<file path="src/logic/bpcs_pkg.sv">
// constants for the bridge primary command and status register block
package bpcs_pkg;
   // byte offsets of the configuration header dwords held here
   localparam logic [7:0] OFF_ID = 8'h00;
   localparam logic [7:0] OFF_CTRL = 8'h04;
   localparam logic [7:0] OFF_STEP = 8'h08;
   // identity values, arbitrary
   localparam logic [15:0] PART_ID_VAL = 16'h5A3C;
   localparam logic [15:0] MAKER_ID_VAL = 16'h1D1D;
   localparam logic [7:0] STEP_VAL = 8'h01;
   // control bit positions
   localparam int C_IO = 0;
   localparam int C_MEM = 1;
   localparam int C_MST = 2;
   localparam int C_PER = 6;
   localparam int C_SERR = 8;
   localparam int C_IDIS = 10;
   // read-only control bit positions
   localparam int C_SPC = 3;
   localparam int C_MWI = 4;
   localparam int C_VGA = 5;
   localparam int C_WAIT = 7;
   localparam int C_FBB = 9;
   // writable control bits
   localparam logic [15:0] CTRL_WMASK = 16'h0547;
   // status half starts here in the dword; select timing field position
   localparam int STAT_LSB = 16;
   localparam int S_TIM = 9;
   // status flags that hardware sets and software clears
   localparam logic [15:0] STAT_W1C_MASK = 16'hF900;
   // status bit positions within the upper half
   localparam int S_CAP = 4;
   localparam int S_MDPE = 8;
   localparam int S_STA = 11;
   localparam int S_RTA = 12;
   localparam int S_RMA = 13;
   localparam int S_SSE = 14;
   localparam int S_DPE = 15;
   // fixed status bits: only capability list set
   localparam logic [15:0] STAT_FIXED = 16'h0010;
endpackage : bpcs_pkg

</file>
<file path="src/logic/bpcs_regs.sv">
// primary command and status registers of the bridge configuration header
//
// What this block does
// [RQ1] control bit 0 clear makes primary I/O requests ignored
// [RQ2] control bit 1 clear makes primary memory requests ignored
// [RQ3] bit 2 clear: no primary mastering, no secondary memory/I/O claim
// [RQ4] bit 2 set: bridge masters forwarded requests on the primary
// [RQ5] control bit 3 is read-only zero; no special cycles
// [RQ6] control bit 4 reads zero; never originates write-and-invalidate
// [RQ7] control bits 5, 7 and 9 are read-only zero
// [RQ8] control bit 6 gates setting of master data parity error flag
// [RQ9] control bit 8 enables fatal and non-fatal error messages
// [RQ10] control bit 10 set holds legacy interrupt A deasserted
// [RQ11] status bit 20 reads one: capability list present
// [RQ12] status bits 21, 23, 19:16 and 22 read zero
// [RQ13] bit 24 sets on poisoned completion or poisoned write, if enabled
// [RQ14] status field 26:25 always reads 00
// [RQ15] bit 27 sets when bridge completes with completer abort
// [RQ16] bit 28 sets when completer abort completion received
// [RQ17] bit 29 sets when unsupported request completion received
// [RQ18] bit 30 sets when error message sent on primary
// [RQ19] bit 31 sets on any poisoned TLP detected on primary
// [RQ20] offset 00h bits 31:16 return fixed part identifier
// [RQ21] status flags clear only on written ones
// [RQ22] writes to read-only or reserved bits have no effect
// [RQ23] control bits and status flags reset to zero
`timescale 1ns/1ps
module bpcs_regs (
   // clock and reset
   input wire logic clk_i,
   input wire logic nrst_i,
   // configuration access
   input wire logic cfg_rd_i,
   input wire logic cfg_wr_i,
   input wire logic [7:0] cfg_addr_i,
   input wire logic [3:0] cfg_be_i,
   input wire logic [31:0] cfg_wdata_i,
   output logic [31:0] cfg_rdata_o,
   output logic cfg_rvalid_o,
   // primary side events
   input wire logic ev_poison_cpl_i,
   input wire logic ev_poison_wr_i,
   input wire logic ev_poison_any_i,
   input wire logic ev_sig_abort_i,
   input wire logic ev_rcv_abort_i,
   input wire logic ev_rcv_unsup_i,
   input wire logic err_msg_req_i,
   // decode and master requests from the datapath
   input wire logic pri_io_req_i,
   input wire logic pri_mem_req_i,
   input wire logic sec_req_i,
   input wire logic irq_req_i,
   // enables and grants to the datapath
   output logic pri_io_claim_o,
   output logic pri_mem_claim_o,
   output logic pri_master_en_o,
   output logic sec_claim_o,
   output logic err_msg_send_o,
   output logic legacy_irq_a_n_o
);
   logic [15:0] ctrl_reg;
   logic [15:0] ctrl_next;
   logic [15:0] stat_reg;
   logic [15:0] stat_next;
   logic [15:0] ev_vec;
   logic [15:0] clr_vec;
   logic [31:0] rd_next;
   logic wr_ctrl;
   logic sel_id;
   logic sel_ctrl;
   logic sel_step;
   logic [31:0] rd_id;
   logic [31:0] rd_ctrl;
   logic [31:0] rd_step;

   // write decode of the control and status dword
   assign wr_ctrl = cfg_wr_i && (cfg_addr_i == bpcs_pkg::OFF_CTRL);
   // only writable control bits move [RQ22] [RQ5] [RQ6] [RQ7]
   assign ctrl_next = wr_ctrl ?
      ((ctrl_reg & ~(bpcs_pkg::CTRL_WMASK & {{8{cfg_be_i[1]}},
         {8{cfg_be_i[0]}}})) |
       (cfg_wdata_i[15:0] & bpcs_pkg::CTRL_WMASK &
        {{8{cfg_be_i[1]}}, {8{cfg_be_i[0]}}})) : ctrl_reg;

   // event vector into status flags
   always_comb
   begin
      ev_vec = 16'h0000;
      ev_vec[bpcs_pkg::S_MDPE] = ctrl_reg[bpcs_pkg::C_PER] &&
         (ev_poison_cpl_i || ev_poison_wr_i); // [RQ8] [RQ13]
      ev_vec[bpcs_pkg::S_STA] = ev_sig_abort_i; // [RQ15]
      ev_vec[bpcs_pkg::S_RTA] = ev_rcv_abort_i; // [RQ16]
      ev_vec[bpcs_pkg::S_RMA] = ev_rcv_unsup_i; // [RQ17]
      ev_vec[bpcs_pkg::S_SSE] = err_msg_req_i &&
         ctrl_reg[bpcs_pkg::C_SERR]; // [RQ18]
      ev_vec[bpcs_pkg::S_DPE] = ev_poison_any_i; // [RQ19]
   end

   // write one to clear, set wins over clear [RQ21]
   assign clr_vec = wr_ctrl ?
      (cfg_wdata_i[31:16] & {{8{cfg_be_i[3]}}, {8{cfg_be_i[2]}}}) :
      16'h0000;
   assign stat_next = (stat_reg & ~clr_vec) | ev_vec;

   // read data select, fixed bits outside the flags [RQ11] [RQ12] [RQ14]
   assign sel_id = (cfg_addr_i == bpcs_pkg::OFF_ID);
   assign sel_ctrl = (cfg_addr_i == bpcs_pkg::OFF_CTRL);
   assign sel_step = (cfg_addr_i == bpcs_pkg::OFF_STEP);
   assign rd_id = {bpcs_pkg::PART_ID_VAL, bpcs_pkg::MAKER_ID_VAL}; // [RQ20]
   assign rd_ctrl = {stat_reg | bpcs_pkg::STAT_FIXED, ctrl_reg};
   assign rd_step = {24'h00_0000, bpcs_pkg::STEP_VAL};
   assign rd_next = sel_id ? rd_id :
      sel_ctrl ? rd_ctrl : sel_step ? rd_step : 32'h0000_0000;

   // register state [RQ23]
   always_ff @(posedge clk_i or negedge nrst_i)
   begin
      if (!nrst_i)
      begin
         ctrl_reg <= 16'h0000;
         stat_reg <= 16'h0000;
         cfg_rdata_o <= 32'h0000_0000;
         cfg_rvalid_o <= 1'b0;
      end
      else
      begin
         ctrl_reg <= ctrl_next;
         stat_reg <= stat_next;
         cfg_rdata_o <= cfg_rd_i ? rd_next : 32'h0000_0000;
         cfg_rvalid_o <= cfg_rd_i;
      end
   end

   // gated enables to the datapath
   always_ff @(posedge clk_i or negedge nrst_i)
   begin
      if (!nrst_i)
      begin
         pri_io_claim_o <= 1'b0;
         pri_mem_claim_o <= 1'b0;
         pri_master_en_o <= 1'b0;
         sec_claim_o <= 1'b0;
         err_msg_send_o <= 1'b0;
         legacy_irq_a_n_o <= 1'b1;
      end
      else
      begin
         pri_io_claim_o <= pri_io_req_i && ctrl_reg[bpcs_pkg::C_IO]; // [RQ1]
         pri_mem_claim_o <= pri_mem_req_i &&
            ctrl_reg[bpcs_pkg::C_MEM]; // [RQ2]
         pri_master_en_o <= ctrl_reg[bpcs_pkg::C_MST]; // [RQ3] [RQ4]
         sec_claim_o <= sec_req_i && ctrl_reg[bpcs_pkg::C_MST]; // [RQ3]
         err_msg_send_o <= err_msg_req_i &&
            ctrl_reg[bpcs_pkg::C_SERR]; // [RQ9]
         legacy_irq_a_n_o <= !(irq_req_i &&
            !ctrl_reg[bpcs_pkg::C_IDIS]); // [RQ10]
      end
   end
endmodule : bpcs_regs

</file>
<file path="config.mk">
export PLATFORM = sky130hd
export DESIGN_NAME = bpcs_regs
export DESIGN_NICKNAME = d
export VERILOG_FILES = /design/src/logic/bpcs_pkg.sv /design/src/logic/bpcs_regs.sv
export SDC_FILE = /design/constraint.sdc
export NUM_CORES = 1
export LEC_CHECK = 0
export BUFFER_PORTS_ARGS = -buffer_cell sky130_fd_sc_hd__buf_2
export CAP_MARGIN = 20
export CORE_MARGIN = 3
export CORE_UTILIZATION = 40
export CTS_CLUSTER_SIZE = 40
export DETAILED_ROUTE_END_ITERATION = 8
export GPL_TIMING_DRIVEN = 0
export PLACE_DENSITY = 0.75
export SLEW_MARGIN = 20
export SYNTH_ARGS = -nofsm -noshare
export SYNTH_HDL_FRONTEND = slang
export SYNTH_SLANG_ARGS = --single-unit
export TNS_END_PERCENT = 30
</file>
<file path="constraint.sdc">
create_clock -name clk_i -period 0.8 [get_ports clk_i]
set_input_delay 0.04 -clock clk_i [delete_from_list [all_inputs] [get_ports clk_i]]
set_output_delay 0.04 -clock clk_i [all_outputs]
set_load 0.02 [all_outputs]
</file>
-- Yosys cells after proc, flatten, opt, wreduce, memory -nomap -nowiden
Cells that the tools add are included.
- flip-flop bits (word level): 71
- bits of input ports: 59
- output and inout port bits: 39
- word-level logic and storage cells: 36
- eq/ne operators: 2
- multiplexer cells: 5
- bitwise gates (word level): 8
- reduce and logical (&&, ||, !) cells: 11
- operators by type and width (cell ; number):
    two-way mux 32 bit ; 3
    bitwise AND 16 bit ; 3
    OR 16 bit ; 2
    bitwise AND 11 x 16 -> 16 bit ; 1
    two-way mux 16 bit ; 1
    inverter 11 -> 16 bit ; 1
    inverter 16 bit ; 1
    equality test 8 x 3 -> 1 bit (second input constant) ; 1
    equality test 8 x 4 -> 1 bit (second input constant) ; 1
    zero test 8 bit ; 1
    logical AND 1 bit ; 7
    zero test 1 bit ; 2
    logical OR 1 bit ; 1
    two-way mux 1 bit ; 1

-- Depth between registers and ports, before layout
Gate-level depths: netlist of run 1.
- depth after elaboration: 6
- gate-level depth with buffers: 5
- mapped depth without buffers: 3

-- Worst setup path after synthesis of run 1
No wires, ideal clock.
- kind: input to register
- from: input port cfg_addr_i[3]
- to: register with a tool-made name
- library setup time: 0.125 ns
- arrival: 1.005 ns
- required time: 0.675 ns
- setup slack: -0.330 ns
- stages: 3
- buffers on the path: 0
- path through: nor4b_4 -> nand4_1 -> mux2_2
- RTL lines (item ; RTL line ; source):
    start, declared ; bpcs_regs.sv:35 ; input wire logic [7:0] cfg_addr_i,

-- Final worst setup path of run 1
- from: register cfg_rdata_o[12]
- to: output port cfg_rdata_o[12]
- RTL lines (item ; RTL line ; source):
    start, declared ; bpcs_regs.sv:38 ; output logic [31:0] cfg_rdata_o,
    start signal, assigned ; bpcs_regs.sv:129 ; cfg_rdata_o <= cfg_rd_i ? rd_next : 32'h0000_0000;
No word-level cell between the ends.

==> results.yml, run 1 <==
run_status:
  outcome: "finished, violations left"
  violations: "negative hold slack, negative setup slack"
sta:
  tightest_slew_ns: 0.661
  worst_clock_skew_ns: 0.00425
  max_freq_ghz: 0.981
  setup_ws_ns: -0.220
  rsz0062_at_grt: "yes"
  post-route-period-util_pct: 127
  slew_violations: 0
  whs_ns: -0.238
  setup_viol: 76
  fin_crit_ns: 1.02
  hold_viol_final: 50
  slew_headroom_pct: 56.0
synthesis:
  synthMuxAreaShare_pct: 3.56
  syn-instance-count: 147
  synth_fa_ha_area_share_pct: 0
  synth_seq_cells: 51
  synth_top_flop_cell: "dfrtp_1"
  avgSynthCellArea_um2: 12.9
  synth_xor_area_share_pct: 0
  synth_top_family_by_area: "simple AND/OR/NAND/NOR gates"
  synth-compound-area-share_pct: 8.71
  yosysWarnings: 0
  synth-async-reset-ratio_pct: 100
  yosys.area_share.simple_pct: 12.4
  synth_edf_count: 0
  ys_seq_area_share_pct: 67.3
  mappedNetlistArea_um2: 1900
  synth_cell_types: 27
cts:
  clock-root-buffer: "clkbuf_8"
  clkSinkCount: 51
  cts_tree: "done"
  clk_latency_ns: 0.29
  clk_pin_slew_ns: 0.08
  htreeDepth: 2
  cts_made_buffers: 5
  clk_path_buf_depth: 2
worst_setup_path:
  rrSetupSlack_ns: -0.06
  path_delay_family: "flip-flops"
  crit_chain: "buf_4, buf_6"
  crit_arrival_ns: 0.98
  critPathMaxFanout: 4
  cp-end-kind: "primary output"
  crit_slowest_cell: "dfrtp_1"
  slowest_delay_ns: 0.42
  r2r_end: "stat_reg[8]"
  path_buf_inv: 2
  criticalPathCategory: "register to primary output"
  cp-start-kind: "register"
  worstRegToRegCells: 2
  required_ns: 0.76
global_routing:
  grt.met1_usage_pct: 21.6
  grt_util_all_layers_pct: 17.4
  grt-ovfl-total: 0
  grt_max_degree: 52
  use_met3_pct: 3.47
  grt_util_met2_pct: 29.6
  busiest_layer: "met2"
  grt_pass1_vias: 1593
  grt_pass1_wl_um: 7180
  antenna_found_initial: 0
die:
  die-height_um: 74.9
  die_x_um: 74.9
  ios: 98
  start_util_pct: 42.4
  core_area_um2: 4470
  dieArea_um2: 5600
  rows: 24
finish:
  drive_gt1_share_pct: 50.7
  diodes: 0
  fin_area_um2: 2990
  mostFrequentLayoutCells: "67 x buf_2, 50 x dfrtp_1, 26 x dlygate4sd3_1, 19 x buf_6, 14 x buf_4"
  ff_latch_area_um2: 1280
  fin_util_pct: 66.9
  fin_cells: 326
  num-fill-cells: 343
  multi_input_area_um2: 579
  fin_nets: 332
  syn2layout_area_growth_pct: 57.8
  layout_commonest_cell: "buf_2"
power_and_ir_drop:
  leakage_nw: 1.62
  ir_drop_mv: 0.948
  finalPower_mw: 4.57
  powerDensity_nw_per_um2: 1530
worst_hold_path:
  hold_path.class: "primary input to async pin"
place:
  dp.cells: 284
  post-dp-hpwl_um: 2950
  portBuffers: 80
  postPlaceCellArea_um2: 2410
  gp_routability_congestion: 0.760
drt:
  wl_per_cell_um: 15.5
  drt_iter0_drc: 64
  dr.pass1.iters: 4
  viasPerCell: 4.83
  drc: 0
  via_count: 1574
  ant_nets: 0
  drt-total-wl_um: 5050
job:
  max_cap_violations: 0
[stage by stage]
step | setup slack (ns) | TNS [ns] | hold WS, ns
after floorplan | -0.330 | -8.52 | -0.256
after global placement | -0.842 | -34.01 | 0.169
after detailed placement | -0.841 | -36.32 | 0.170
after CTS | -0.230 | -6.78 | -0.0209
after global routing | -0.258 | -11.35 | -0.185
final | -0.220 | -8.93 | -0.238
[cells by family (layout without fill, tap and decap cells)]
| logic type | Yosys count | in the layout |
|---|---|---|
| compound gates | 27 | 27 |
| mux | 6 | 6 |
| simple gates | 33 | 33 |
| flops | 51 | 51 |
| other cells | 1 | 6 |
| buf+inv | 29 | 151 |
[cell usage after synthesis (2+ instances only)]
master    number  area [um^2]
mux2_2         6         67.6
dfrtp_1       50         1250
a21o_1         5         37.5
o21ai_0        2         10.0
and2_1         4         25.0
buf_2          4         20.0
a21oi_1       13         65.1
buf_4          9         67.6
inv_1         13         48.8
nand4_1        8         50.1
a31oi_1        2         12.5
and3_1        10         62.6
clkbuf_1       3         11.3
a21boi_0       4         30.0
nand2_1        2         7.51
[final cells by class]
| class | instances | area share (%) |
|---|---|---|
| flip-flops and latches | 51 | 42.7 |
| repair buffers | 115 | 27.6 |
| multi-input cells | 72 | 19.4 |
| plain buffers | 15 | 3.89 |
| clock buffers | 7 | 2.55 |
| well taps | 52 | 2.17 |
| inverters | 13 | 1.63 |
| clock inverters | 1 | 0.167 |
[metal layers]
metal	part of all wire (%)	wire length [um]	up-vias
met4	2.4	120	0
met2	54	2700	67
met1	38	1940	763
li1	-	-	733
met3	5.7	287	11
met5	0	0	-
[worst max path at each step]
| stage | cells after the start | from | end |
|---|---|---|---|
| final | 2 | cfg_rdata_o[12] | cfg_rdata_o[12] |
| after global routing | 6 | cfg_addr_i[0] | cfg_rdata_o[19] |
| after global placement | 4 | cfg_addr_i[3] | register |
| after CTS | 2 | cfg_rdata_o[12] | cfg_rdata_o[11] |
| after floorplan | 3 | cfg_addr_i[3] | register |
| after detailed placement | 4 | cfg_addr_i[3] | register |
[timing repair]
| action | in CTS | in global routing |
|---|---|---|
| gates cloned | 1 | 1 |
| hold buffers | 25 | 1 |
| resized for setup | 31 | 25 |
| pin swaps | 19 | 10 |
| setup endpoints to repair | 76 | 77 |
| buffers inserted | 5 | 2 |
| hold endpoints to repair | 53 | 52 |
[power breakdown]
part           total (mW)  internal, mW  switching (mW)
combinational       0.531         0.281           0.249
sequential           2.66          2.63          0.0258
clock                1.38         0.615           0.768
Note: power is estimated with default switching activity, not from simulation.
==> run 2: changes to the inputs <==
--- a/config.mk
+++ b/config.mk
@@ -12,6 +12,7 @@
 export CTS_CLUSTER_SIZE = 40
 export DETAILED_ROUTE_END_ITERATION = 8
 export GPL_TIMING_DRIVEN = 0
+export MAX_ROUTING_LAYER = met4
 export PLACE_DENSITY = 0.75
 export SLEW_MARGIN = 20
 export SYNTH_ARGS = -nofsm -noshare
==> results.yml, run 2 (synthesized netlist as in run 1, its figures left out) <==
run_status:
  outcome: "finished, violations left"
  violations: "negative hold slack, negative setup slack"
worst_hold_path:
  hold_path.class: "primary input to async pin"
sta:
  rsz0062_at_grt: "yes"
  slew_headroom_pct: 55.9
  max_freq_ghz: 0.975
  tightest_slew_ns: 0.662
  hold_viol_final: 51
  slew_violations: 0
  post-route-period-util_pct: 128
  worst_clock_skew_ns: 0.00688
  whs_ns: -0.242
  fin_crit_ns: 1.03
  setup_ws_ns: -0.226
  setup_viol: 76
power_and_ir_drop:
  powerDensity_nw_per_um2: 1530
  leakage_nw: 1.62
  ir_drop_mv: 0.950
worst_setup_path:
  path_buf_inv: 2
  r2r_end: "stat_reg[8]"
  crit_path_start: "cfg_addr_i[7]"
  crit_chain: "buf_8, nor4b_4, buf_4, nand4_1, mux2_2"
  slowest_delay_ns: 0.42
  cp-start-kind: "primary input"
  worstSetupPathDepth: 5
  cp-end-kind: "register"
  crit_arrival_ns: 1.21
  required_ns: 0.98
  worstRegToRegCells: 2
  criticalPathCategory: "primary input to register"
  critPathMaxFanout: 4
  path_delay_family: "simple AND/OR/NAND/NOR gates"
  crit_slowest_cell: "nor4b_4"
  rrSetupSlack_ns: -0.06
finish:
  fin_util_pct: 66.9
  fin_cells: 326
  diodes: 0
  multi_input_area_um2: 579
  fin_nets: 332
  ff_latch_area_um2: 1280
  syn2layout_area_growth_pct: 57.8
  layout_commonest_cell: "buf_2"
  mostFrequentLayoutCells: "67 x buf_2, 50 x dfrtp_1, 26 x dlygate4sd3_1, 19 x buf_6, 14 x buf_4"
  num-fill-cells: 343
  drive_gt1_share_pct: 50.7
drt:
  dr.pass1.iters: 4
  viasPerCell: 4.82
  wl_met2_um: 2740
  wl_per_cell_um: 15.4
  wl_met1_um: 1920
  drt_iter0_drc: 82
  routed.top_layer: "met4"
  via_count: 1570
  ant_nets: 0
  drt-total-wl_um: 5030
  drc: 0
  route.met3.wl_um: 272
cts:
  cts_tree: "done"
  clk_latency_ns: 0.30
  clk_pin_slew_ns: 0.08
  htreeDepth: 2
  clkSinkCount: 51
  clk_path_buf_depth: 2
  cts_made_buffers: 5
  clock-root-buffer: "clkbuf_8"
place:
  portBuffers: 80
  gp_routability_congestion: 0.770
  place_ws_ns: -0.841
  post-dp-hpwl_um: 2950
  dp.cells: 284
job:
  max_cap_violations: 0
die:
  start_util_pct: 42.4
  die_x_um: 74.9
  die-height_um: 74.9
  rows: 24
  core_area_um2: 4470
  dieArea_um2: 5600
  ios: 98
global_routing:
  grt_pass1_wl_um: 7180
  grt-ovfl-total: 0
  grt_pass1_vias: 1593
  antenna_found_initial: 0
  grt_util_all_layers_pct: 18.0
  grt_max_degree: 52
==> run 2: stage by stage <==
step	hold slack, ns	total power [mW]	setup TNS [ns]	instance area (um^2)
after floorplan	-0.256	2.86	-8.52	1940
after global placement	0.169	3.07	-34.01	2410
after detailed placement	0.170	3.08	-36.32	2410
after CTS	-0.0209	4.58	-6.78	2880
after global routing	-0.187	4.77	-11.33	2990
final	-0.242	4.59	-9.27	2990
==> run 2: final cells by class <==
class | instances | area share [%]
Sequential cell | 51 | 42.7
Timing Repair Buffer | 115 | 27.6
Multi-Input combinational cell | 72 | 19.4
Buffer | 15 | 3.89
Clock buffer | 7 | 2.55
Tap cell | 52 | 2.17
Inverter | 13 | 1.63
Clock inverter | 1 | 0.167
==> run 2: where the power goes <==
group / total, mW / switching [mW] / leakage [nW] / internal [mW]
clock network: 1.40 / 0.786 / 0.0422 / 0.616
logic: 0.529 / 0.248 / 0.916 / 0.281
registers: 2.66 / 0.0251 / 0.657 / 2.63
==> run 2: how the worst min path moves through the flow <==
stage                              from                to  slack, ns  cells past startpoint
after CTS                 cfg_addr_i[3]   cfg_rdata_o[12]      -0.02                      2
after floorplan                  nrst_i         async pin      -0.26                      0
after global placement        irq_req_i  legacy_irq_a_n_o       0.17                      2
after global routing             nrst_i   pri_mem_claim_o      -0.19                      1
after detailed placement      irq_req_i  legacy_irq_a_n_o       0.17                      2
final                            nrst_i   pri_mem_claim_o      -0.24                      1
==> run 2: worst reg2reg max path: cells and delay by family, from the launching register on <==
family	cells	cell delay (ns)
compound gates	2	0.33
flops	1	0.42
==> run 2: timing repair <==
action,4_1_cts,5_1_grt
pin swaps,19,10
resized for setup,31,25
hold endpoints to repair,53,52
gates cloned,1,1
hold buffers,25,1
endpoints found under the setup margin,76,77
buffers inserted,5,2
==> run 2: layer usage <==
metal	up-vias	global-route usage (%)
li1	733	-
met1	765	21.6
met2	63	29.6
met3	9	3.47
met4	0	7.51
met5	-	-
==> run 3: changes to the inputs <==
--- a/config.mk
+++ b/config.mk
@@ -7,13 +7,15 @@
 export LEC_CHECK = 0
 export BUFFER_PORTS_ARGS = -buffer_cell sky130_fd_sc_hd__buf_2
 export CAP_MARGIN = 20
+export CELL_PAD_IN_SITES_DETAIL_PLACEMENT = 2
+export CELL_PAD_IN_SITES_GLOBAL_PLACEMENT = 2
 export CORE_MARGIN = 3
-export CORE_UTILIZATION = 40
+export CORE_UTILIZATION = 24
 export CTS_CLUSTER_SIZE = 40
 export DETAILED_ROUTE_END_ITERATION = 8
 export GPL_TIMING_DRIVEN = 0
 export MAX_ROUTING_LAYER = met4
-export PLACE_DENSITY = 0.75
+export PLACE_DENSITY_LB_ADDON = 0.1
 export SLEW_MARGIN = 20
 export SYNTH_ARGS = -nofsm -noshare
 export SYNTH_HDL_FRONTEND = slang
==> results.yml, run 3 (synthesized netlist as in run 1, its figures left out) <==
run_status:
  outcome: "finished, violations left"
  violations: "negative setup slack"
place:
  portBuffers: 80
  post-dp-hpwl_um: 3980
  gp_routability_congestion: 0.726
  postPlaceCellArea_um2: 2470
cts:
  clkSinkCount: 51
  clock-root-buffer: "clkbuf_8"
  cts_made_buffers: 5
  clk_latency_ns: 0.30
  cts_tree: "done"
  clk_path_buf_depth: 2
  htreeDepth: 2
  clk_pin_slew_ns: 0.09
drt:
  dr.pass1.iters: 4
  drt_iter0_drc: 12
  ant_nets: 0
  viasPerCell: 4.29
  wl_per_cell_um: 16.1
  drt-total-wl_um: 6070
  via_count: 1617
  drc: 0
finish:
  diodes: 0
  fin_nets: 336
  mostFrequentLayoutCells: "58 x buf_2, 49 x dfrtp_1, 32 x buf_6, 28 x dlygate4sd3_1"
  drive_gt1_share_pct: 48.2
  fin_area_um2: 3140
  syn2layout_area_growth_pct: 65.8
  layout_commonest_cell: "buf_2"
power_and_ir_drop:
  finalPower_mw: 4.84
  leakage_nw: 1.66
  ir_drop_mv: 0.511
  powerDensity_nw_per_um2: 1540
die:
  ios: 98
  start_util_pct: 25.5
  dieArea_um2: 9010
  die_x_um: 94.9
  rows: 31
  die-height_um: 94.9
  core_area_um2: 7450
worst_setup_path:
  worstSetupPathDepth: 2
  path_buf_inv: 2
  slowest_delay_ns: 0.46
  required_ns: 0.76
  cp-start-kind: "register"
  criticalPathCategory: "register to primary output"
  crit_chain: "buf_6, buf_6"
  crit_slowest_cell: "dfrtp_2"
  critPathMaxFanout: 4
  cp_common_cell: "buf_6"
  worstRegToRegCells: 2
  cp-end-kind: "primary output"
  path_delay_family: "flip-flops"
  crit_arrival_ns: 1.01
sta:
  setup_viol: 73
  hold_viol_final: 0
  tightest_slew_ns: 0.851
  max_freq_ghz: 0.949
  worst_clock_skew_ns: 0.00330
  slew_headroom_pct: 43.3
  post-route-period-util_pct: 132
  setup_ws_ns: -0.253
  slew_violations: 0
  fin_crit_ns: 1.05
  rsz0062_at_grt: "yes"
global_routing:
  grt-ovfl-total: 0
  grt_util_all_layers_pct: 14.6
  antenna_found_initial: 0
  grt_pass1_vias: 1766
  grt_pass1_wl_um: 9520
  grt_max_degree: 52
job:
  max_cap_violations: 0
worst_hold_path:
  hold_path.class: "primary input to register"
  hold_depth: 3
run 3: final timing paths:
check                                   end             from  slack, ns
min in group asynchronous    pri_io_claim_o           nrst_i       0.24
hold / removal                 stat_reg[13]  cfg_wdata_i[29]       0.03
hold reg to reg             pri_master_en_o         register       0.44
setup reg to reg                stat_reg[8]         register      -0.04
setup / recovery            cfg_rdata_o[11]  cfg_rdata_o[12]      -0.25
max in group asynchronous  legacy_irq_a_n_o           nrst_i       0.19
run 3: worst register-to-register path, delay by kind of cell (launching register included):
family,cells,cell delay [ns]
AOI/OAI and AO/OA,2,0.34
DFF,1,0.40
run 3: stage by stage:
| step | cells | setup slack, ns | hold WS (ns) | setup TNS [ns] | utilization, % |
|---|---|---|---|---|---|
| final | 377 | -0.253 | 0.0261 | -7.28 | 42.2 |
| after CTS | 374 | -0.239 | 0.0221 | -6.29 | 40.2 |
| after global routing | 377 | -0.288 | 0.0196 | -9.86 | 42.2 |
| after floorplan | 152 | -0.330 | -0.256 | -8.52 | - |
| after detailed placement | 331 | -0.888 | 0.118 | -26.77 | 33.2 |
| after global placement | 331 | -0.893 | 0.170 | -42.56 | 33.1 |
run 3: power breakdown:
part           switching [mW]  leakage [nW]  internal [mW]  total, mW
sequential             0.0272         0.655           2.63       2.66
combinational           0.256         0.949          0.291      0.547
clock                   0.844        0.0515          0.791       1.64
run 3: timing repair:
item                                   CTS  global route
setup endpoints to repair               77           127
hold buffers                            28             0
cloned                                   1             1
pin swaps                               15             7
endpoints found under the hold margin   76             0
gates resized for setup                 28            42
buffers inserted                         7             2
run 3: per-layer routing:
metal  GRT usage (%)  up-vias  wire [um]  part of all wire (%)
met4            3.97        0         66                   1.1
met5               -        -          0                     0
li1                -      744          -                     -
met3            3.27        6        336                   5.5
met2            23.5       56       2990                    49
met1            18.5      811       2680                    44
run 3: layout make-up:
cell class / count / area (um^2)
well taps: 99 / 124
fillers: 804 / 4300
repair buffers: 119 / 916
multi-input cells: 72 / 553
plain buffers: 15 / 124
flip-flops and latches: 51 / 1280
inverters: 13 / 48.8
clock buffers: 8 / 100
